===== config.mk =====
export PLATFORM = sky130hd
export DESIGN_NAME = timer_counter
export DESIGN_NICKNAME = d
export VERILOG_FILES = /design/src/inc/timer_pkg.sv /design/src/hw/axil_reg_port.sv /design/src/hw/count_tick_gen.sv /design/src/hw/timer_counter.sv
export SDC_FILE = /design/constraint.sdc
export NUM_CORES = 1
export LEC_CHECK = 0
export BUFFER_PORTS_ARGS = -buffer_cell sky130_fd_sc_hd__buf_2
export CORE_ASPECT_RATIO = 0.7
export CORE_MARGIN = 8
export CORE_UTILIZATION = 40
export DETAILED_ROUTE_END_ITERATION = 7
export GPL_ROUTABILITY_DRIVEN = 0
export PLACE_DENSITY = 0.76
export SYNTH_ARGS = -nofsm -noshare
export SYNTH_HDL_FRONTEND = slang
export SYNTH_SLANG_ARGS = --single-unit
export TNS_END_PERCENT = 1

===== constraint.sdc =====
create_clock -name aclk -period 3.2 [get_ports aclk]
set_clock_uncertainty 0.15 [all_clocks]
set_input_delay 0.16 -clock aclk [delete_from_list [all_inputs] [get_ports aclk]]
set_output_delay 0.16 -clock aclk [all_outputs]
set_load 0.1 [all_outputs]

===== src/inc/timer_pkg.sv =====
// Shared constants for the 16-bit timer/counter and its register port
package timer_pkg;
    // Register byte addresses
    localparam logic [3:0] ADDR_CTRL   = 4'h0;
    localparam logic [3:0] ADDR_CNT_LO = 4'h4;
    localparam logic [3:0] ADDR_CNT_HI = 4'h8;
    localparam logic [3:0] ADDR_IRQ    = 4'hC;
    // Control register fields
    localparam int RUN_BIT  = 0;
    localparam int SRC_BIT  = 1;
    localparam int NOSYNC_BIT = 2;
    localparam int OSC_BIT  = 3;
    localparam int PS_LO    = 4;
    localparam int STAT_BIT = 6;
    localparam int WIDE_BIT = 7;
    localparam logic [7:0] CTRL_RESET = 8'h00;
    localparam logic [7:0] CTRL_WMASK = 8'hBF;
    // Interrupt register fields
    localparam int FLAG_BIT = 0;
    localparam int IEN_BIT  = 1;
    // Counter limits
    localparam logic [15:0] COUNT_RESET = 16'h0000;
    localparam logic [15:0] COUNT_MAX   = 16'hFFFF;
    localparam logic [7:0]  BYTE_ZERO   = 8'h00;
    // Prescaler
    localparam int PS_W = 3;
    localparam logic [PS_W-1:0] PS_RESET = 3'h0;
    // Bus answers
    localparam logic [1:0] RESP_OKAY   = 2'h0;
    localparam logic [1:0] RESP_SLVERR = 2'h2;
endpackage : timer_pkg


===== src/hw/axil_reg_port.sv =====
// AXI4-Lite slave front end turning bus transfers into byte register strobes
`timescale 1ns/1ps
`default_nettype none
module axil_reg_port #(
    parameter int ADDR_W = 4
) (
    input  wire logic              aclk,
    input  wire logic              aresetn,
    input  wire logic [ADDR_W-1:0] awaddr,
    input  wire logic              awvalid,
    output logic                   awready,
    input  wire logic [31:0]       wdata,
    input  wire logic [3:0]        wstrb,
    input  wire logic              wvalid,
    output logic                   wready,
    output logic [1:0]             bresp,
    output logic                   bvalid,
    input  wire logic              bready,
    input  wire logic [ADDR_W-1:0] araddr,
    input  wire logic              arvalid,
    output logic                   arready,
    output logic [31:0]            rdata,
    output logic [1:0]             rresp,
    output logic                   rvalid,
    input  wire logic              rready,
    output logic                   wr_stb,
    output logic [ADDR_W-1:0]      wr_addr,
    output logic [7:0]             wr_data,
    output logic                   wr_lane0,
    input  wire logic              wr_err,
    output logic                   rd_stb,
    output logic [ADDR_W-1:0]      rd_addr,
    input  wire logic [7:0]        rd_value,
    input  wire logic              rd_err
);
    import timer_pkg::*;

    logic              aw_held_r;
    logic              w_held_r;
    logic [ADDR_W-1:0] awaddr_r;
    logic [7:0]        wdata_r;
    logic              lane0_r;
    logic              bvalid_r;
    logic [1:0]        bresp_r;
    logic              rvalid_r;
    logic [1:0]        rresp_r;
    logic [31:0]       rdata_r;

    ////////////////////////////////////////////////////////////////////////////
    // Address and data are held separately so either may arrive first
    assign awready  = ~aw_held_r;
    assign wready   = ~w_held_r;
    assign wr_stb   = aw_held_r & w_held_r & ~bvalid_r;
    assign wr_addr  = awaddr_r;
    assign wr_data  = wdata_r;
    assign wr_lane0 = lane0_r;
    assign bvalid   = bvalid_r;
    assign bresp    = bresp_r;

    always_ff @(posedge aclk)
    begin
        if (!aresetn)
        begin
            aw_held_r <= 1'b0;
            w_held_r  <= 1'b0;
            awaddr_r  <= '0;
            wdata_r   <= BYTE_ZERO;
            lane0_r   <= 1'b0;
            bvalid_r  <= 1'b0;
            bresp_r   <= RESP_OKAY;
        end
        else
        begin
            if (awvalid && awready)
            begin
                aw_held_r <= 1'b1;
                awaddr_r  <= awaddr;
            end
            if (wvalid && wready)
            begin
                w_held_r <= 1'b1;
                wdata_r  <= wdata[7:0];
                lane0_r  <= wstrb[0];
            end
            if (wr_stb)
            begin
                aw_held_r <= 1'b0;
                w_held_r  <= 1'b0;
                bvalid_r  <= 1'b1;
                bresp_r   <= wr_err ? RESP_SLVERR : RESP_OKAY;
            end
            else if (bvalid_r && bready)
                bvalid_r <= 1'b0;
        end
    end

    ////////////////////////////////////////////////////////////////////////////
    // Reads are answered one edge after the address is taken
    assign arready = ~rvalid_r;
    assign rd_stb  = arvalid & arready;
    assign rd_addr = araddr;
    assign rvalid  = rvalid_r;
    assign rresp   = rresp_r;
    assign rdata   = rdata_r;

    always_ff @(posedge aclk)
    begin
        if (!aresetn)
        begin
            rvalid_r <= 1'b0;
            rresp_r  <= RESP_OKAY;
            rdata_r  <= 32'h0000_0000;
        end
        else if (rd_stb)
        begin
            rvalid_r <= 1'b1;
            rresp_r  <= rd_err ? RESP_SLVERR : RESP_OKAY;
            rdata_r  <= {24'h00_0000, rd_value};
        end
        else if (rvalid_r && rready)
            rvalid_r <= 1'b0;
    end
endmodule : axil_reg_port
`default_nettype wire


===== src/hw/count_tick_gen.sv =====
// Counting clock selection, prescaler and external clock alignment
`timescale 1ns/1ps
`default_nettype none
module count_tick_gen (
    input  wire logic       aclk,
    input  wire logic       aresetn,
    input  wire logic       run,
    input  wire logic       src_ext,
    input  wire logic       no_sync,
    input  wire logic [1:0] ps_code,
    input  wire logic       ext_level,
    input  wire logic       ps_clear,
    output logic            tick
);
    import timer_pkg::*;

    logic [PS_W-1:0] ps_cnt_r;
    logic [PS_W-1:0] ps_cnt_nxt;
    logic [PS_W-1:0] ps_mask;
    logic            ext_prev_r;
    logic            ext_rise;
    logic            src_event;
    logic            ps_full;
    logic            pre_pulse;
    logic            align1_r;
    logic            align2_r;
    logic            align3_r;
    logic            use_align;

    ////////////////////////////////////////////////////////////////////////////
    // Codes 0..3 give ratios 1, 2, 4, 8
    function automatic logic [PS_W-1:0] ratio_mask(input logic [1:0] code);
        ratio_mask = PS_W'((4'h1 << code) - 4'h1);
    endfunction : ratio_mask

    assign ps_mask    = ratio_mask(ps_code);
    assign ext_rise   = ext_level & ~ext_prev_r;
    assign src_event  = run & (src_ext ? ext_rise : 1'b1);
    assign ps_full    = (ps_cnt_r & ps_mask) == ps_mask;
    assign pre_pulse  = src_event & ps_full;
    assign ps_cnt_nxt = ps_clear ? PS_RESET
                      : !src_event ? ps_cnt_r
                      : ps_full ? PS_RESET
                      : PS_W'(ps_cnt_r + 3'h1);
    // Sync select only matters on the external source
    assign use_align  = src_ext & ~no_sync;
    assign tick       = use_align ? (align2_r & ~align3_r) : pre_pulse;

    always_ff @(posedge aclk)
    begin
        if (!aresetn)
        begin
            ps_cnt_r   <= PS_RESET;
            ext_prev_r <= 1'b0;
            align1_r   <= 1'b0;
            align2_r   <= 1'b0;
            align3_r   <= 1'b0;
        end
        else
        begin
            ps_cnt_r   <= ps_cnt_nxt;
            ext_prev_r <= ext_level;
            align1_r   <= pre_pulse;
            align2_r   <= align1_r;
            align3_r   <= align2_r;
        end
    end
endmodule : count_tick_gen
`default_nettype wire


===== src/hw/timer_counter.sv =====
// 16-bit timer/counter with byte or buffered 16-bit access over AXI4-Lite
//
// Notes on behaviour
// - Counter advances only while run_enable is set
// - Source: instruction cycles or external rising edges
// - Prescale codes 11..00 divide by 8,4,2,1
// - sync_disable skips external clock alignment; ignored when internal
// - crystal_osc_enable switches oscillator amplifier on/off
// - Status bit shows system clock from crystal
// - wide_access_mode selects buffered 16-bit access
// - Low-byte read copies high byte into buffer
// - Low-byte write loads high byte from buffer
// - Wide mode: high-byte address hits buffer only
// - Low-byte write clears prescaler; high write not
// - Enabled: clock pins inputs, port reads zero
// - Oscillator keeps running in low-power states
// - Counter wraps at maximum, sets sticky overflow_flag
// - Interrupt request needs overflow_irq_enable set
//
// The implementer's own choices: the AXI4-Lite interface to the registers and the register addresses.
`timescale 1ns/1ps
`default_nettype none
module timer_counter (
    input  wire logic       aclk,
    input  wire logic       aresetn,
    input  wire logic [3:0] s_axi_awaddr,
    input  wire logic       s_axi_awvalid,
    output logic            s_axi_awready,
    input  wire logic [31:0] s_axi_wdata,
    input  wire logic [3:0] s_axi_wstrb,
    input  wire logic       s_axi_wvalid,
    output logic            s_axi_wready,
    output logic [1:0]      s_axi_bresp,
    output logic            s_axi_bvalid,
    input  wire logic       s_axi_bready,
    input  wire logic [3:0] s_axi_araddr,
    input  wire logic       s_axi_arvalid,
    output logic            s_axi_arready,
    output logic [31:0]     s_axi_rdata,
    output logic [1:0]      s_axi_rresp,
    output logic            s_axi_rvalid,
    input  wire logic       s_axi_rready,
    input  wire logic [1:0] pin_in,
    input  wire logic [1:0] port_direction,
    input  wire logic [1:0] port_latch,
    output logic [1:0]      pin_out,
    output logic [1:0]      pin_oe,
    output logic [1:0]      port_read,
    input  wire logic       sysclk_is_crystal,
    output logic            osc_amp_enable,
    output logic            irq_request
);
    import timer_pkg::*;

    ////////////////////////////////////////////////////////////////////////////
    // Declarations
    logic        wr_stb;
    logic [3:0]  wr_addr;
    logic [7:0]  wr_data;
    logic        wr_lane0;
    logic        wr_err;
    logic        rd_stb;
    logic [3:0]  rd_addr;
    logic [7:0]  rd_value;
    logic        rd_err;

    logic [7:0]  ctrl_r;
    logic [7:0]  ctrl_nxt;

    logic [15:0] count_r;
    logic [15:0] count_nxt;
    logic [15:0] count_inc;

    logic [7:0]  hi_buf_r;
    logic [7:0]  hi_buf_nxt;

    logic        flag_r;
    logic        flag_nxt;
    logic        irq_en_r;
    logic        irq_en_nxt;

    // Two-flop synchronisers
    logic [1:0]  pin_s1_r;
    logic [1:0]  pin_s2_r;
    logic        stat_s1_r;
    logic        stat_s2_r;

    logic [1:0]  pin_out_r;
    logic [1:0]  pin_oe_r;
    logic [1:0]  port_read_r;
    logic        irq_r;

    logic        run;
    logic        wide;
    logic        tick;
    logic        tick_ok;

    logic        ovf_set;
    logic        flag_clr;

    logic        wr_ctrl;
    logic        wr_lo;
    logic        wr_hi;
    logic        wr_irq;
    logic        rd_lo;
    logic        rd_hi;

    logic [7:0]  ctrl_view;
    logic [7:0]  hi_view;
    logic [7:0]  irq_view;

    ////////////////////////////////////////////////////////////////////////////
    // Bus front end
    axil_reg_port #(
        .ADDR_W (4)
    ) u_port (
        .aclk     (aclk),
        .aresetn  (aresetn),
        .awaddr   (s_axi_awaddr),
        .awvalid  (s_axi_awvalid),
        .awready  (s_axi_awready),
        .wdata    (s_axi_wdata),
        .wstrb    (s_axi_wstrb),
        .wvalid   (s_axi_wvalid),
        .wready   (s_axi_wready),
        .bresp    (s_axi_bresp),
        .bvalid   (s_axi_bvalid),
        .bready   (s_axi_bready),
        .araddr   (s_axi_araddr),
        .arvalid  (s_axi_arvalid),
        .arready  (s_axi_arready),
        .rdata    (s_axi_rdata),
        .rresp    (s_axi_rresp),
        .rvalid   (s_axi_rvalid),
        .rready   (s_axi_rready),
        .wr_stb   (wr_stb),
        .wr_addr  (wr_addr),
        .wr_data  (wr_data),
        .wr_lane0 (wr_lane0),
        .wr_err   (wr_err),
        .rd_stb   (rd_stb),
        .rd_addr  (rd_addr),
        .rd_value (rd_value),
        .rd_err   (rd_err)
    );

    ////////////////////////////////////////////////////////////////////////////
    // Address decode
    function automatic logic is_mapped(input logic [3:0] a);
        is_mapped = (a == ADDR_CTRL) || (a == ADDR_CNT_LO) ||
                    (a == ADDR_CNT_HI) || (a == ADDR_IRQ);
    endfunction : is_mapped

    // A write with byte lane 0 off changes nothing but is still answered
    assign wr_err  = ~is_mapped(wr_addr);
    assign rd_err  = ~is_mapped(rd_addr);

    assign wr_ctrl = wr_stb & wr_lane0 & (wr_addr == ADDR_CTRL);
    assign wr_lo   = wr_stb & wr_lane0 & (wr_addr == ADDR_CNT_LO);
    assign wr_hi   = wr_stb & wr_lane0 & (wr_addr == ADDR_CNT_HI);
    assign wr_irq  = wr_stb & wr_lane0 & (wr_addr == ADDR_IRQ);

    assign rd_lo   = rd_stb & (rd_addr == ADDR_CNT_LO);
    assign rd_hi   = rd_stb & (rd_addr == ADDR_CNT_HI);

    ////////////////////////////////////////////////////////////////////////////
    // Control register
    assign run      = ctrl_r[RUN_BIT];
    assign wide     = ctrl_r[WIDE_BIT];

    assign ctrl_nxt = wr_ctrl ? (wr_data & CTRL_WMASK) : ctrl_r;

    // Status bit is live, never stored
    assign ctrl_view = {ctrl_r[WIDE_BIT], stat_s2_r, ctrl_r[5:0]};

    ////////////////////////////////////////////////////////////////////////////
    // Counting clock
    count_tick_gen u_tick (
        .aclk      (aclk),
        .aresetn   (aresetn),
        .run       (run),
        .src_ext   (ctrl_r[SRC_BIT]),
        .no_sync   (ctrl_r[NOSYNC_BIT]),
        .ps_code   (ctrl_r[PS_LO+1:PS_LO]),
        .ext_level (pin_s2_r[0]),
        .ps_clear  (wr_lo),
        .tick      (tick)
    );

    ////////////////////////////////////////////////////////////////////////////
    // Counter and high-byte buffer; a software write beats a tick
    assign tick_ok   = tick & run;

    assign count_inc = tick_ok ? 16'(count_r + 16'h0001) : count_r;

    assign count_nxt = wr_lo ? (wide ? {hi_buf_r, wr_data}
                                     : {count_r[15:8], wr_data})
                     : (wr_hi && !wide) ? {wr_data, count_r[7:0]}
                     : count_inc;

    // Buffer takes a high write in wide mode, else a low read snapshot
    assign hi_buf_nxt = (wr_hi && wide) ? wr_data
                      : (rd_lo && wide) ? count_r[15:8]
                      : hi_buf_r;

    assign hi_view = wide ? hi_buf_r : count_r[7+8:8];

    ////////////////////////////////////////////////////////////////////////////
    // Overflow flag: hardware set wins over a software clear
    assign ovf_set    = tick_ok & (count_r == COUNT_MAX) & ~wr_lo
                      & ~(wr_hi & ~wide);

    assign flag_clr   = wr_irq & wr_data[FLAG_BIT];
    assign flag_nxt   = ovf_set | (flag_r & ~flag_clr);

    assign irq_en_nxt = wr_irq ? wr_data[IEN_BIT] : irq_en_r;

    assign irq_view   = {6'h00, irq_en_r, flag_r};

    ////////////////////////////////////////////////////////////////////////////
    // Read data selection
    // Unmapped addresses read as zero
    assign rd_value = (rd_addr == ADDR_CTRL)   ? ctrl_view
                    : (rd_addr == ADDR_CNT_LO) ? count_r[7:0]
                    : (rd_addr == ADDR_CNT_HI) ? hi_view
                    : (rd_addr == ADDR_IRQ)    ? irq_view
                    : BYTE_ZERO;

    ////////////////////////////////////////////////////////////////////////////
    // State registers
    always_ff @(posedge aclk)
    begin
        if (!aresetn)
        begin
            ctrl_r   <= CTRL_RESET;
            count_r  <= COUNT_RESET;
            hi_buf_r <= BYTE_ZERO;
            flag_r   <= 1'b0;
            irq_en_r <= 1'b0;
        end
        else
        begin
            ctrl_r   <= ctrl_nxt;
            count_r  <= count_nxt;
            hi_buf_r <= hi_buf_nxt;
            flag_r   <= flag_nxt;
            irq_en_r <= irq_en_nxt;
        end
    end

    ////////////////////////////////////////////////////////////////////////////
    // Pin and status synchronisers
    always_ff @(posedge aclk)
    begin
        if (!aresetn)
        begin
            pin_s1_r  <= 2'h0;
            pin_s2_r  <= 2'h0;
            stat_s1_r <= 1'b0;
            stat_s2_r <= 1'b0;
        end
        else
        begin
            pin_s1_r  <= pin_in;
            pin_s2_r  <= pin_s1_r;
            stat_s1_r <= sysclk_is_crystal;
            stat_s2_r <= stat_s1_r;
        end
    end

    ////////////////////////////////////////////////////////////////////////////
    // Pin ownership and outputs
    // While running the port direction bits are overridden
    always_ff @(posedge aclk)
    begin
        if (!aresetn)
        begin
            pin_out_r   <= 2'h0;
            pin_oe_r    <= 2'h0;
            port_read_r <= 2'h0;
            irq_r       <= 1'b0;
        end
        else
        begin
            pin_out_r   <= port_latch;
            pin_oe_r    <= run ? 2'h0 : ~port_direction;
            port_read_r <= run ? 2'h0 : pin_s2_r;
            irq_r       <= flag_nxt & irq_en_nxt;
        end
    end

    assign pin_out     = pin_out_r;
    assign pin_oe      = pin_oe_r;
    assign port_read   = port_read_r;

    assign irq_request = irq_r;

    // No power-mode input gates the amplifier, so it never stops in sleep
    assign osc_amp_enable = ctrl_r[OSC_BIT];
endmodule : timer_counter
`default_nettype wire


==> flow_summary.json, run 1 <==
{
  "outcome": "completed",
  "pwr-share-seq": 0.400,
  "rsz0062_at_grt": "no",
  "hold_violations": 0,
  "hold_class": "in -> reg",
  "drv_slew": 0,
  "port_buffers": 53,
  "synth-seq-cells": 80,
  "drc": 0,
  "initial_core_util": 0.408,
  "n_fill_cell": 906,
  "synth_ff_type": "dfxtp_1",
  "grt-ovfl-total": 0,
  "path_cells": "nor3b_2 -> and3_1 -> a21oi_4 -> a32oi_2 -> o32ai_1 -> nor3_1",
  "cts_buffers": 9,
  "vias_per_cell": 5.29,
  "vias": 3439,
  "grt_pass1_wl_mm": 16.2,
  "switching_share": 0.282,
  "reg2reg_to": "count_r[9]",
  "p_sw_mw": 0.734,
  "worst-endpoint-arrival_ps": 2610,
  "clk_latency_ps": 340,
  "cts_setup_buffers": 0,
  "synthArstFlopShare": 0,
  "clock_power_share": 0.469,
  "finalSetupTns_ps": 0,
  "cp-end-kind": "register",
  "hpwl_mm": 7.13,
  "area_growth_pct": 21.5,
  "die_area_mm2": 0.0133,
  "relSlewSlack": 0.466,
  "placementRows": 30,
  "routed_wl_mm": 10.0,
  "root_buffer": "clkbuf_16",
  "cap_violations": 0,
  "detail_route.wl_per_cell_um": 15.4,
  "crit_path_start": "ctrl_r[7]",
  "synth_enable_flop_cells": 0,
  "die_w_um": 134,
  "synth_seq_area_share": 0.409,
  "io_pins": 107,
  "ant_nets": 0,
  "holdBufCountCts": 25,
  "first_global_vias": 3190,
  "mostFrequentLayoutCell": "dfxtp_1",
  "cp.depth": 6,
  "firstDrtPassIters": 5,
  "crit_fanout": 17,
  "final_cell_mix": "dfxtp_1, nor2_1, buf_2",
  "drive_gt1_frac": 0.165,
  "die_h_um": 98.8,
  "leakage_nw": 1.93,
  "drt_iter0_drc": 325,
  "reg2reg_from": "ctrl_r[7]",
  "tightest_slew_ps": 801,
  "reg2regPathDepth": 6,
  "coreArea_mm2": 0.00961,
  "worst_path_max_delay_cell": "dfxtp_1",
  "internal_power_mw": 1.87,
  "fmax_mhz": 399,
  "nNetsFinal": 577,
  "grt_usage": 0.150,
  "peakVddDrop_mv": 0.260,
  "netlist_area_mm2": 0.00392,
  "cts.htree.levels": 3,
  "antenna_found_initial": 0,
  "cts_sinks": 80,
  "antennaDiodeCount": 0,
  "powerDensity_mw_per_mm2": 547,
  "p_comb_frac": 0.131,
  "synth.distinct_cells": 60,
  "required_ps": 3300,
  "yosys_warnings": 0,
  "finalInstanceArea_mm2": 0.00476,
  "crit_path_start_kind": "register",
  "cts-resized-gates": 0,
  "placed_cell_area_mm2": 0.00415,
  "syn_avg_cell_area_um2": 8.70,
  "clk_pin_slew_worst_paths_ps": 60,
  "post-route-min-period_ps": 2510,
  "max_stage_delay_ps": 560,
  "seq_area_mm2": 0.00160,
  "setup_viol": 0,
  "critPathBufInv": 0,
  "grt_max_degree": 30,
  "clock_path_buffers": 2,
  "cp_top_family": "simple AND/OR/NAND/NOR gates",
  "multi_input_area_mm2": 0.00206,
  "endpoint": "count_r[9]",
  "cts_tree": "done",
  "synth_cells": 450,
  "worstSetupPathType": "reg -> reg",
  "post-route-period-util": 0.784,
  "reg2reg_slack_ps": 690
}
[cell type report]
class                      instances  share of cell area
multi-input combinational        332               0.432
sequential                        80               0.337
tap                              128              0.0337
inverter                          14              0.0110
clock inverter                     7              0.0279
timing repair buffer              80               0.111
clock buffer                       9              0.0473
[power groups by stage]
stage	Clock, mW	Combinational [mW]	Sequential (mW)
2_1_floorplan	0	0.250	1.10
3_3_place_gp	0	0.313	1.06
3_5_place_dp	0	0.316	1.06
4_1_cts	1.23	0.340	1.04
5_1_grt	1.28	0.359	1.04
6_report	1.22	0.342	1.04
[synth_stat cells, types with 3 or more instances]
| cell | instances | area (um^2) |
|---|---|---|
| a211oi_1 | 14 | 105 |
| a21oi_1 | 34 | 170 |
| a22oi_1 | 7 | 52.6 |
| a31oi_1 | 4 | 25.0 |
| and2_1 | 13 | 81.3 |
| and3_1 | 8 | 50.1 |
| buf_1 | 4 | 15.0 |
| buf_2 | 6 | 30.0 |
| buf_4 | 27 | 203 |
| clkbuf_1 | 11 | 41.3 |
| dfxtp_1 | 80 | 1600 |
| inv_1 | 12 | 45.0 |
| mux2i_1 | 30 | 300 |
| nand2_1 | 37 | 139 |
| nand2b_1 | 7 | 43.8 |
| nand3_1 | 14 | 70.1 |
| nand4_1 | 3 | 18.8 |
| nor2_1 | 54 | 203 |
| nor2b_1 | 6 | 37.5 |
| nor3_1 | 5 | 25.0 |
| nor3b_2 | 3 | 37.5 |
| o21ai_0 | 10 | 50.1 |
| o21ai_1 | 3 | 15.0 |
| o22ai_1 | 4 | 25.0 |
| xnor2_1 | 10 | 87.6 |
[per-layer routing]
layer | track usage | vias to the layer above | part of all wire
met1 | 0.191 | 1614 | 0.44
li1 | - | 1673 | -
met3 | 0.0539 | 20 | 0.098
met5 | 0 | - | 0
met2 | 0.236 | 132 | 0.44
met4 | 0.0404 | 0 | 0.015
[sequential cells by signal, indices dropped and copies added, names as in the netlist, 2 cells and up]
| register | count |
|---|---|
| port_read | 2 |
| pin_oe | 2 |
| hi_buf_r | 8 |
| u_tick.ps_cnt_r | 3 |
| pin_s2_r | 2 |
| u_port.wr_data | 8 |
| u_port.rdata | 8 |
| ctrl_r | 7 |
| count_r | 16 |
| u_port.wr_addr | 4 |
| pin_out | 2 |
| pin_s1_r | 2 |
[cells by family (layout without fill, tap and decap cells)]
group | count (synthesis) | in the layout | share of synthesized area
compound gates | 98 | 98 | 0.170
xor+xnor | 11 | 11 | 0.0246
fa+ha+maj | 2 | 2 | 0.00639
buf+inv | 63 | 110 | 0.0901
flops | 80 | 80 | 0.409
mux | 34 | 34 | 0.0939
other cells | 1 | 26 | 0.000958
simple gates | 161 | 161 | 0.205
[through the flow]
stage                      util  hold slack [ps]  power (mW)  cells  setup slack (ps)
after floorplan               -             82.4        1.35    475               471
after global placement    0.432              172        1.37    609               826
after detailed placement  0.432              178        1.38    609               799
after CTS                 0.495             13.2        2.61    650               729
after global routing      0.495             60.6        2.68    650               596
final                     0.495             22.9        2.60    650               693
[worst min-delay path by stage]
stage,from,endpoint,cells past startpoint,slack [ps]
floorplan,port_direction[0],pin_oe[0],1,80
global placement,port_direction[1],pin_oe[1],2,170
detailed placement,port_direction[0],pin_oe[0],2,180
CTS,s_axi_araddr[1],u_port.rdata[7],4,10
global route,s_axi_araddr[1],u_port.rdata[7],4,60
finish,s_axi_araddr[1],u_port.rdata[7],4,20
[worst reg2reg max path: stages (launching register included)]
cell and delay (ps):
dfxtp_1 560, nor3b_2 410, and3_1 550, a21oi_4 120, a32oi_2 320, o32ai_1 140
nor3_1 180
Note: power is estimated with default switching activity, not from simulation.
==> inputs of run 2 (changes only) <==
==> constraint.sdc (replaced) <==
create_clock -name aclk -period 2.4 [get_ports aclk]
set_clock_uncertainty 0.15 [all_clocks]
set_input_delay 0.12 -clock aclk [delete_from_list [all_inputs] [get_ports aclk]]
set_output_delay 0.12 -clock aclk [all_outputs]
set_load 0.1 [all_outputs]
==> run 2 against run 1 <==
Against the previous run:
- count of clock-buffer cells in the layout rose by 1
- critical path type unchanged
- sequential power rose by 34%
- largest cell class unchanged
- total power rose by 25%
- critical endpoint is now irq_request
- highest routed layer unchanged
- global-route usage rose by 0.38 points
==> flow_summary.json, run 2 (synthesized netlist as in run 1, its figures left out) <==
{
  "outcome": "completed",
  "max_stage_delay_ps": 410,
  "cts-resized-gates": 0,
  "final_cell_mix": "dfxtp_1, nor2_1, buf_2",
  "hold_class": "in -> reg",
  "port_buffers": 53,
  "rsz0062_at_grt": "no",
  "mostFrequentLayoutCell": "dfxtp_1",
  "clk_pin_slew_worst_paths_ps": 60,
  "placementRows": 30,
  "powerDensity_mw_per_mm2": 669,
  "cp_top_family": "simple AND/OR/NAND/NOR gates",
  "peakVddDrop_mv": 0.370,
  "firstDrtPassIters": 7,
  "cts.htree.levels": 3,
  "antenna_found_initial": 0,
  "die_w_um": 134,
  "grt_max_degree": 29,
  "drc": 0,
  "cts_buffers": 9,
  "drv_slew": 0,
  "critPathBufInv": 0,
  "grt-ovfl-total": 0,
  "cp-end-kind": "register",
  "routed_wl_mm": 10.1,
  "cap_violations": 0,
  "ant_nets": 0,
  "leakage_nw": 1.99,
  "crit_fanout": 5,
  "antennaDiodeCount": 0,
  "vias_per_cell": 5.26,
  "tightest_slew_ps": 576,
  "io_pins": 107,
  "setup_viol": 0,
  "drive_gt1_frac": 0.191,
  "instances_no_fill": 666,
  "cts_tree": "done",
  "fmax_mhz": 449,
  "root_buffer": "clkbuf_16",
  "hold_violations": 0,
  "grt_usage": 0.154,
  "drt_iter0_drc": 300,
  "clk_latency_ps": 330,
  "largest_register": "count_r",
  "hpwl_mm": 7.51,
  "initial_core_util": 0.408,
  "detail_route.wl_per_cell_um": 15.2,
  "area_growth_pct": 23.8,
  "first_global_vias": 3244,
  "post-route-period-util": 0.928,
  "vias": 3501,
  "coreArea_mm2": 0.00961,
  "worst-endpoint-arrival_ps": 2310,
  "die_h_um": 98.8,
  "placed_cells": 625,
  "relSlewSlack": 0.615,
  "cts_sinks": 80,
  "finalInstanceArea_mm2": 0.00485,
  "grt_pass1_wl_mm": 16.8,
  "crit_path_start_kind": "register",
  "die_area_mm2": 0.0133,
  "path_cells": "ha_1 -> and4_1 -> nor3b_2 -> and3_1 -> a31oi_1 -> nor3_1",
  "worstSetupPathType": "reg -> reg",
  "placed_cell_area_mm2": 0.00428,
  "largest_reg_flops": 16,
  "post-route-min-period_ps": 2230,
  "clock_path_buffers": 2,
  "required_ps": 2480,
  "nNetsFinal": 593,
  "final_core_util": 0.504,
  "worst_path_max_delay_cell": "dfxtp_1"
}
[run 2: cell types whose count changed in the layout (fill, tap and decap cells not counted), sizes merged]
cell	previous run	this run
bufinv	3	1
clkinv	0	3
buf	55	71
inv	18	16
clkbuf	9	10
[run 2: per-layer routing]
layer  vias up  wire length [um]  GRT usage
li1       1702                 -          -
met1      1605              4640      0.204
met2       172              4370      0.233
met3        22               935     0.0488
met4         0               170     0.0499
met5         -                 0          0
[run 2: power breakdown]
part           internal (mW)  switching [mW]
clock network          0.846           0.547
registers               1.36          0.0294
logic                 0.0956           0.368
total                   2.30           0.944
[run 2: worst paths after layout]
check	start	to	slack [ps]	cells past startpoint
max reg2reg	count_r[1]	irq_request	170	6
min reg2reg	pin_s2_r[1]	port_read[1]	260	2
max	count_r[1]	irq_request	170	6
min	aresetn	ctrl_r[4]	100	3
[run 2: worst register-to-register path: cells and delay by family (launching register included)]
family	cells	cell delay, ps
simple gates	4	1200
fa+ha+maj	1	260
compound gates	1	110
flops	1	410
[run 2: stage by stage]
stage                     power, mW  hold WS, ps  worst slack, ps  TNS [ps]
after floorplan                1.81         42.4            -89.4      -143
after global placement         1.84          131              313         0
after detailed placement       1.85          134              279         0
after CTS                      3.27          109              252         0
after global routing           3.35          151             73.9         0
final                          3.24         98.4              173         0
[run 2: repair_timing]
action / CTS / global route
hold buffers: 25 / 0
endpoints found under the setup margin: 0 / 0
hold endpoints to repair: 25 / 0
buffers inserted: 0 / 0
[run 2: cell type report]
cell class	count	area [um^2]
Fill cell	897	4760
Multi-Input combinational cell	332	2060
Sequential cell	80	1600
Timing Repair Buffer	96	663
Clock buffer	10	239
Tap cell	128	160
Clock inverter	6	73.8
Inverter	14	52.6
==> inputs of run 3 (changes only) <==
--- a/config.mk
+++ b/config.mk
@@ -7,11 +7,10 @@
 export LEC_CHECK = 0
 export BUFFER_PORTS_ARGS = -buffer_cell sky130_fd_sc_hd__buf_2
 export CORE_ASPECT_RATIO = 0.7
-export CORE_MARGIN = 8
-export CORE_UTILIZATION = 40
+export CORE_UTILIZATION = 52
 export DETAILED_ROUTE_END_ITERATION = 7
 export GPL_ROUTABILITY_DRIVEN = 0
-export PLACE_DENSITY = 0.76
+export PLACE_DENSITY = 0.91
 export SYNTH_ARGS = -nofsm -noshare
 export SYNTH_HDL_FRONTEND = slang
 export SYNTH_SLANG_ARGS = --single-unit
==> run 3 against run 2 <==
Against the previous run:
- first-iteration DRC count increased by 28%
- non-clock buffer count decreased by 5
- global-route usage increased by 12 points
- combinational power about the same
- sequential cell count unchanged
- clock power decreased by 9%
- critical endpoint is now count_r[10]
==> flow_summary.json, run 3 (synthesized netlist as in run 1, its figures left out) <==
{
  "clk_pin_slew_worst_paths_ps": 90,
  "pwr-share-seq": 0.447,
  "p_sw_mw": 0.943,
  "cp_top_family": "simple AND/OR/NAND/NOR gates",
  "cp-end-kind": "register",
  "path_cells": "nor2b_1 -> nor2b_1 -> nand4_1 -> buf_4 -> nand2_1 -> a211o_1 -> o22a_1",
  "routed_wl_mm": 10.5,
  "hold_violations": 0,
  "p_comb_frac": 0.148,
  "cts_tree": "done",
  "nNetsFinal": 588,
  "relSlewSlack": 0.538,
  "antenna_found_initial": 0,
  "placementRows": 26,
  "die_area_mm2": 0.00789,
  "post-route-period-util": 0.991,
  "fmax_mhz": 420,
  "n_fill_cell": 580,
  "clock_power_share": 0.404,
  "hpwl_mm": 7.11,
  "largest_reg_flops": 16,
  "drc": 0,
  "post-route-min-period_ps": 2380,
  "crit_path_start_kind": "register",
  "leakage_nw": 1.94,
  "cts.htree.levels": 3,
  "initial_core_util": 0.537,
  "largest_register": "count_r",
  "io_pins": 107,
  "placed_cell_area_mm2": 0.00420,
  "instances_no_fill": 631,
  "wl_met1_mm": 4.32,
  "max_stage_delay_ps": 440,
  "drt_iter0_drc": 385,
  "route.met2.wl_mm": 4.56,
  "die_w_um": 106,
  "grt_pass1_wl_mm": 16.4,
  "coreArea_mm2": 0.00729,
  "switching_share": 0.303,
  "worst-endpoint-arrival_ps": 2490,
  "wl_met3_mm": 1.36,
  "die_h_um": 74.6,
  "top_layer": "met4",
  "critPathBufInv": 1,
  "ant_nets": 0,
  "vias": 3656,
  "firstDrtPassIters": 6,
  "drv_slew": 0,
  "cap_violations": 0,
  "cts_sinks": 80,
  "tightest_slew_ps": 692,
  "grt_max_degree": 30,
  "cts_buffers": 9,
  "finalInstanceArea_mm2": 0.00471,
  "worst_path_most_repeated_cell": "nor2b_1",
  "placed_cells": 590,
  "internal_power_mw": 2.17,
  "detail_route.wl_per_cell_um": 16.7,
  "clock_path_buffers": 2,
  "grt_usage": 0.273,
  "rsz0062_at_grt": "yes",
  "setup_viol": 0,
  "final_cell_mix": "dfxtp_1, nor2_1, buf_2",
  "clk_latency_ps": 370,
  "hold_class": "in -> reg",
  "worstSetupPathType": "reg -> reg",
  "antennaDiodeCount": 0,
  "required_ps": 2510,
  "drive_gt1_frac": 0.184,
  "worst_path_max_delay_cell": "dfxtp_1",
  "first_global_vias": 3283,
  "vias_per_cell": 5.79,
  "finalPower_mw": 3.11,
  "grt-ovfl-total": 0,
  "peakVddDrop_mv": 0.284,
  "root_buffer": "clkbuf_8",
  "port_buffers": 53,
  "mostFrequentLayoutCell": "dfxtp_1",
  "crit_fanout": 7,
  "outcome": "completed",
  "area_growth_pct": 20.3,
  "powerDensity_mw_per_mm2": 660
}
[run 3: cell count changes in the layout (fill, tap and decap cells not counted), sizes merged]
cell | previous run | this run
clkinv | 3 | 0
inv | 16 | 18
bufinv | 1 | 3
buf | 71 | 66
clkbuf | 10 | 9
[run 3: worst paths after layout]
kind	cells after the start	start	slack (ps)	end
max reg2reg	7	ctrl_r[1]	20	count_r[10]
max	7	ctrl_r[1]	20	count_r[10]
min reg2reg	2	pin_s2_r[1]	280	port_read[1]
min	5	s_axi_araddr[1]	80	u_port.rdata[7]
[run 3: repair_timing]
item	4_1_cts	5_1_grt
hold buffers	25	0
resized for setup	0	1
setup buffers	0	0
endpoints found under the hold margin	25	0
endpoints found under the setup margin	0	1
[run 3: worst reg2reg max path, cell delays in order, from the launching register on]
cell     delay [ps]
dfxtp_1         440
nor2b_1         280
nor2b_1         100
nand4_1         410
buf_4           230
nand2_1         160
a211o_1         300
o22a_1          200
[run 3: final cells by class]
cell class | count | area [um^2] | share of cell area
flip-flops and latches | 80 | 1600 | 0.340
well taps | 98 | 123 | 0.0260
multi-input cells | 332 | 2060 | 0.438
inverters | 14 | 52.6 | 0.0112
repair buffers | 91 | 613 | 0.130
clock buffers | 9 | 124 | 0.0263
clock inverters | 7 | 133 | 0.0282
[run 3: layer usage]
layer  track usage  up-vias
li1              -     1688
met1         0.360     1665
met2         0.425      255
met3        0.0900       48
met4        0.0988        0
met5             0        -
[run 3: power groups by stage]
stage	Combinational (mW)	Sequential (mW)	Clock, mW
6_report	0.461	1.39	1.26
5_1_grt	0.482	1.39	1.32
4_1_cts	0.457	1.39	1.26
3_5_place_dp	0.424	1.42	0
3_3_place_gp	0.418	1.42	0
2_1_floorplan	0.333	1.47	0
[run 3: through the flow]
stage / setup WS [ps] / hold WS (ps) / utilization / setup TNS [ps]
after floorplan: -89.4 / 42.4 / - / -143
after global placement: 180 / 137 / 0.576 / 0
after detailed placement: 159 / 132 / 0.576 / 0
after CTS: 125 / 71.1 / 0.645 / 0
after global routing: -9.84 / 92.7 / 0.646 / -9.84
final: 21.0 / 80.1 / 0.646 / 0
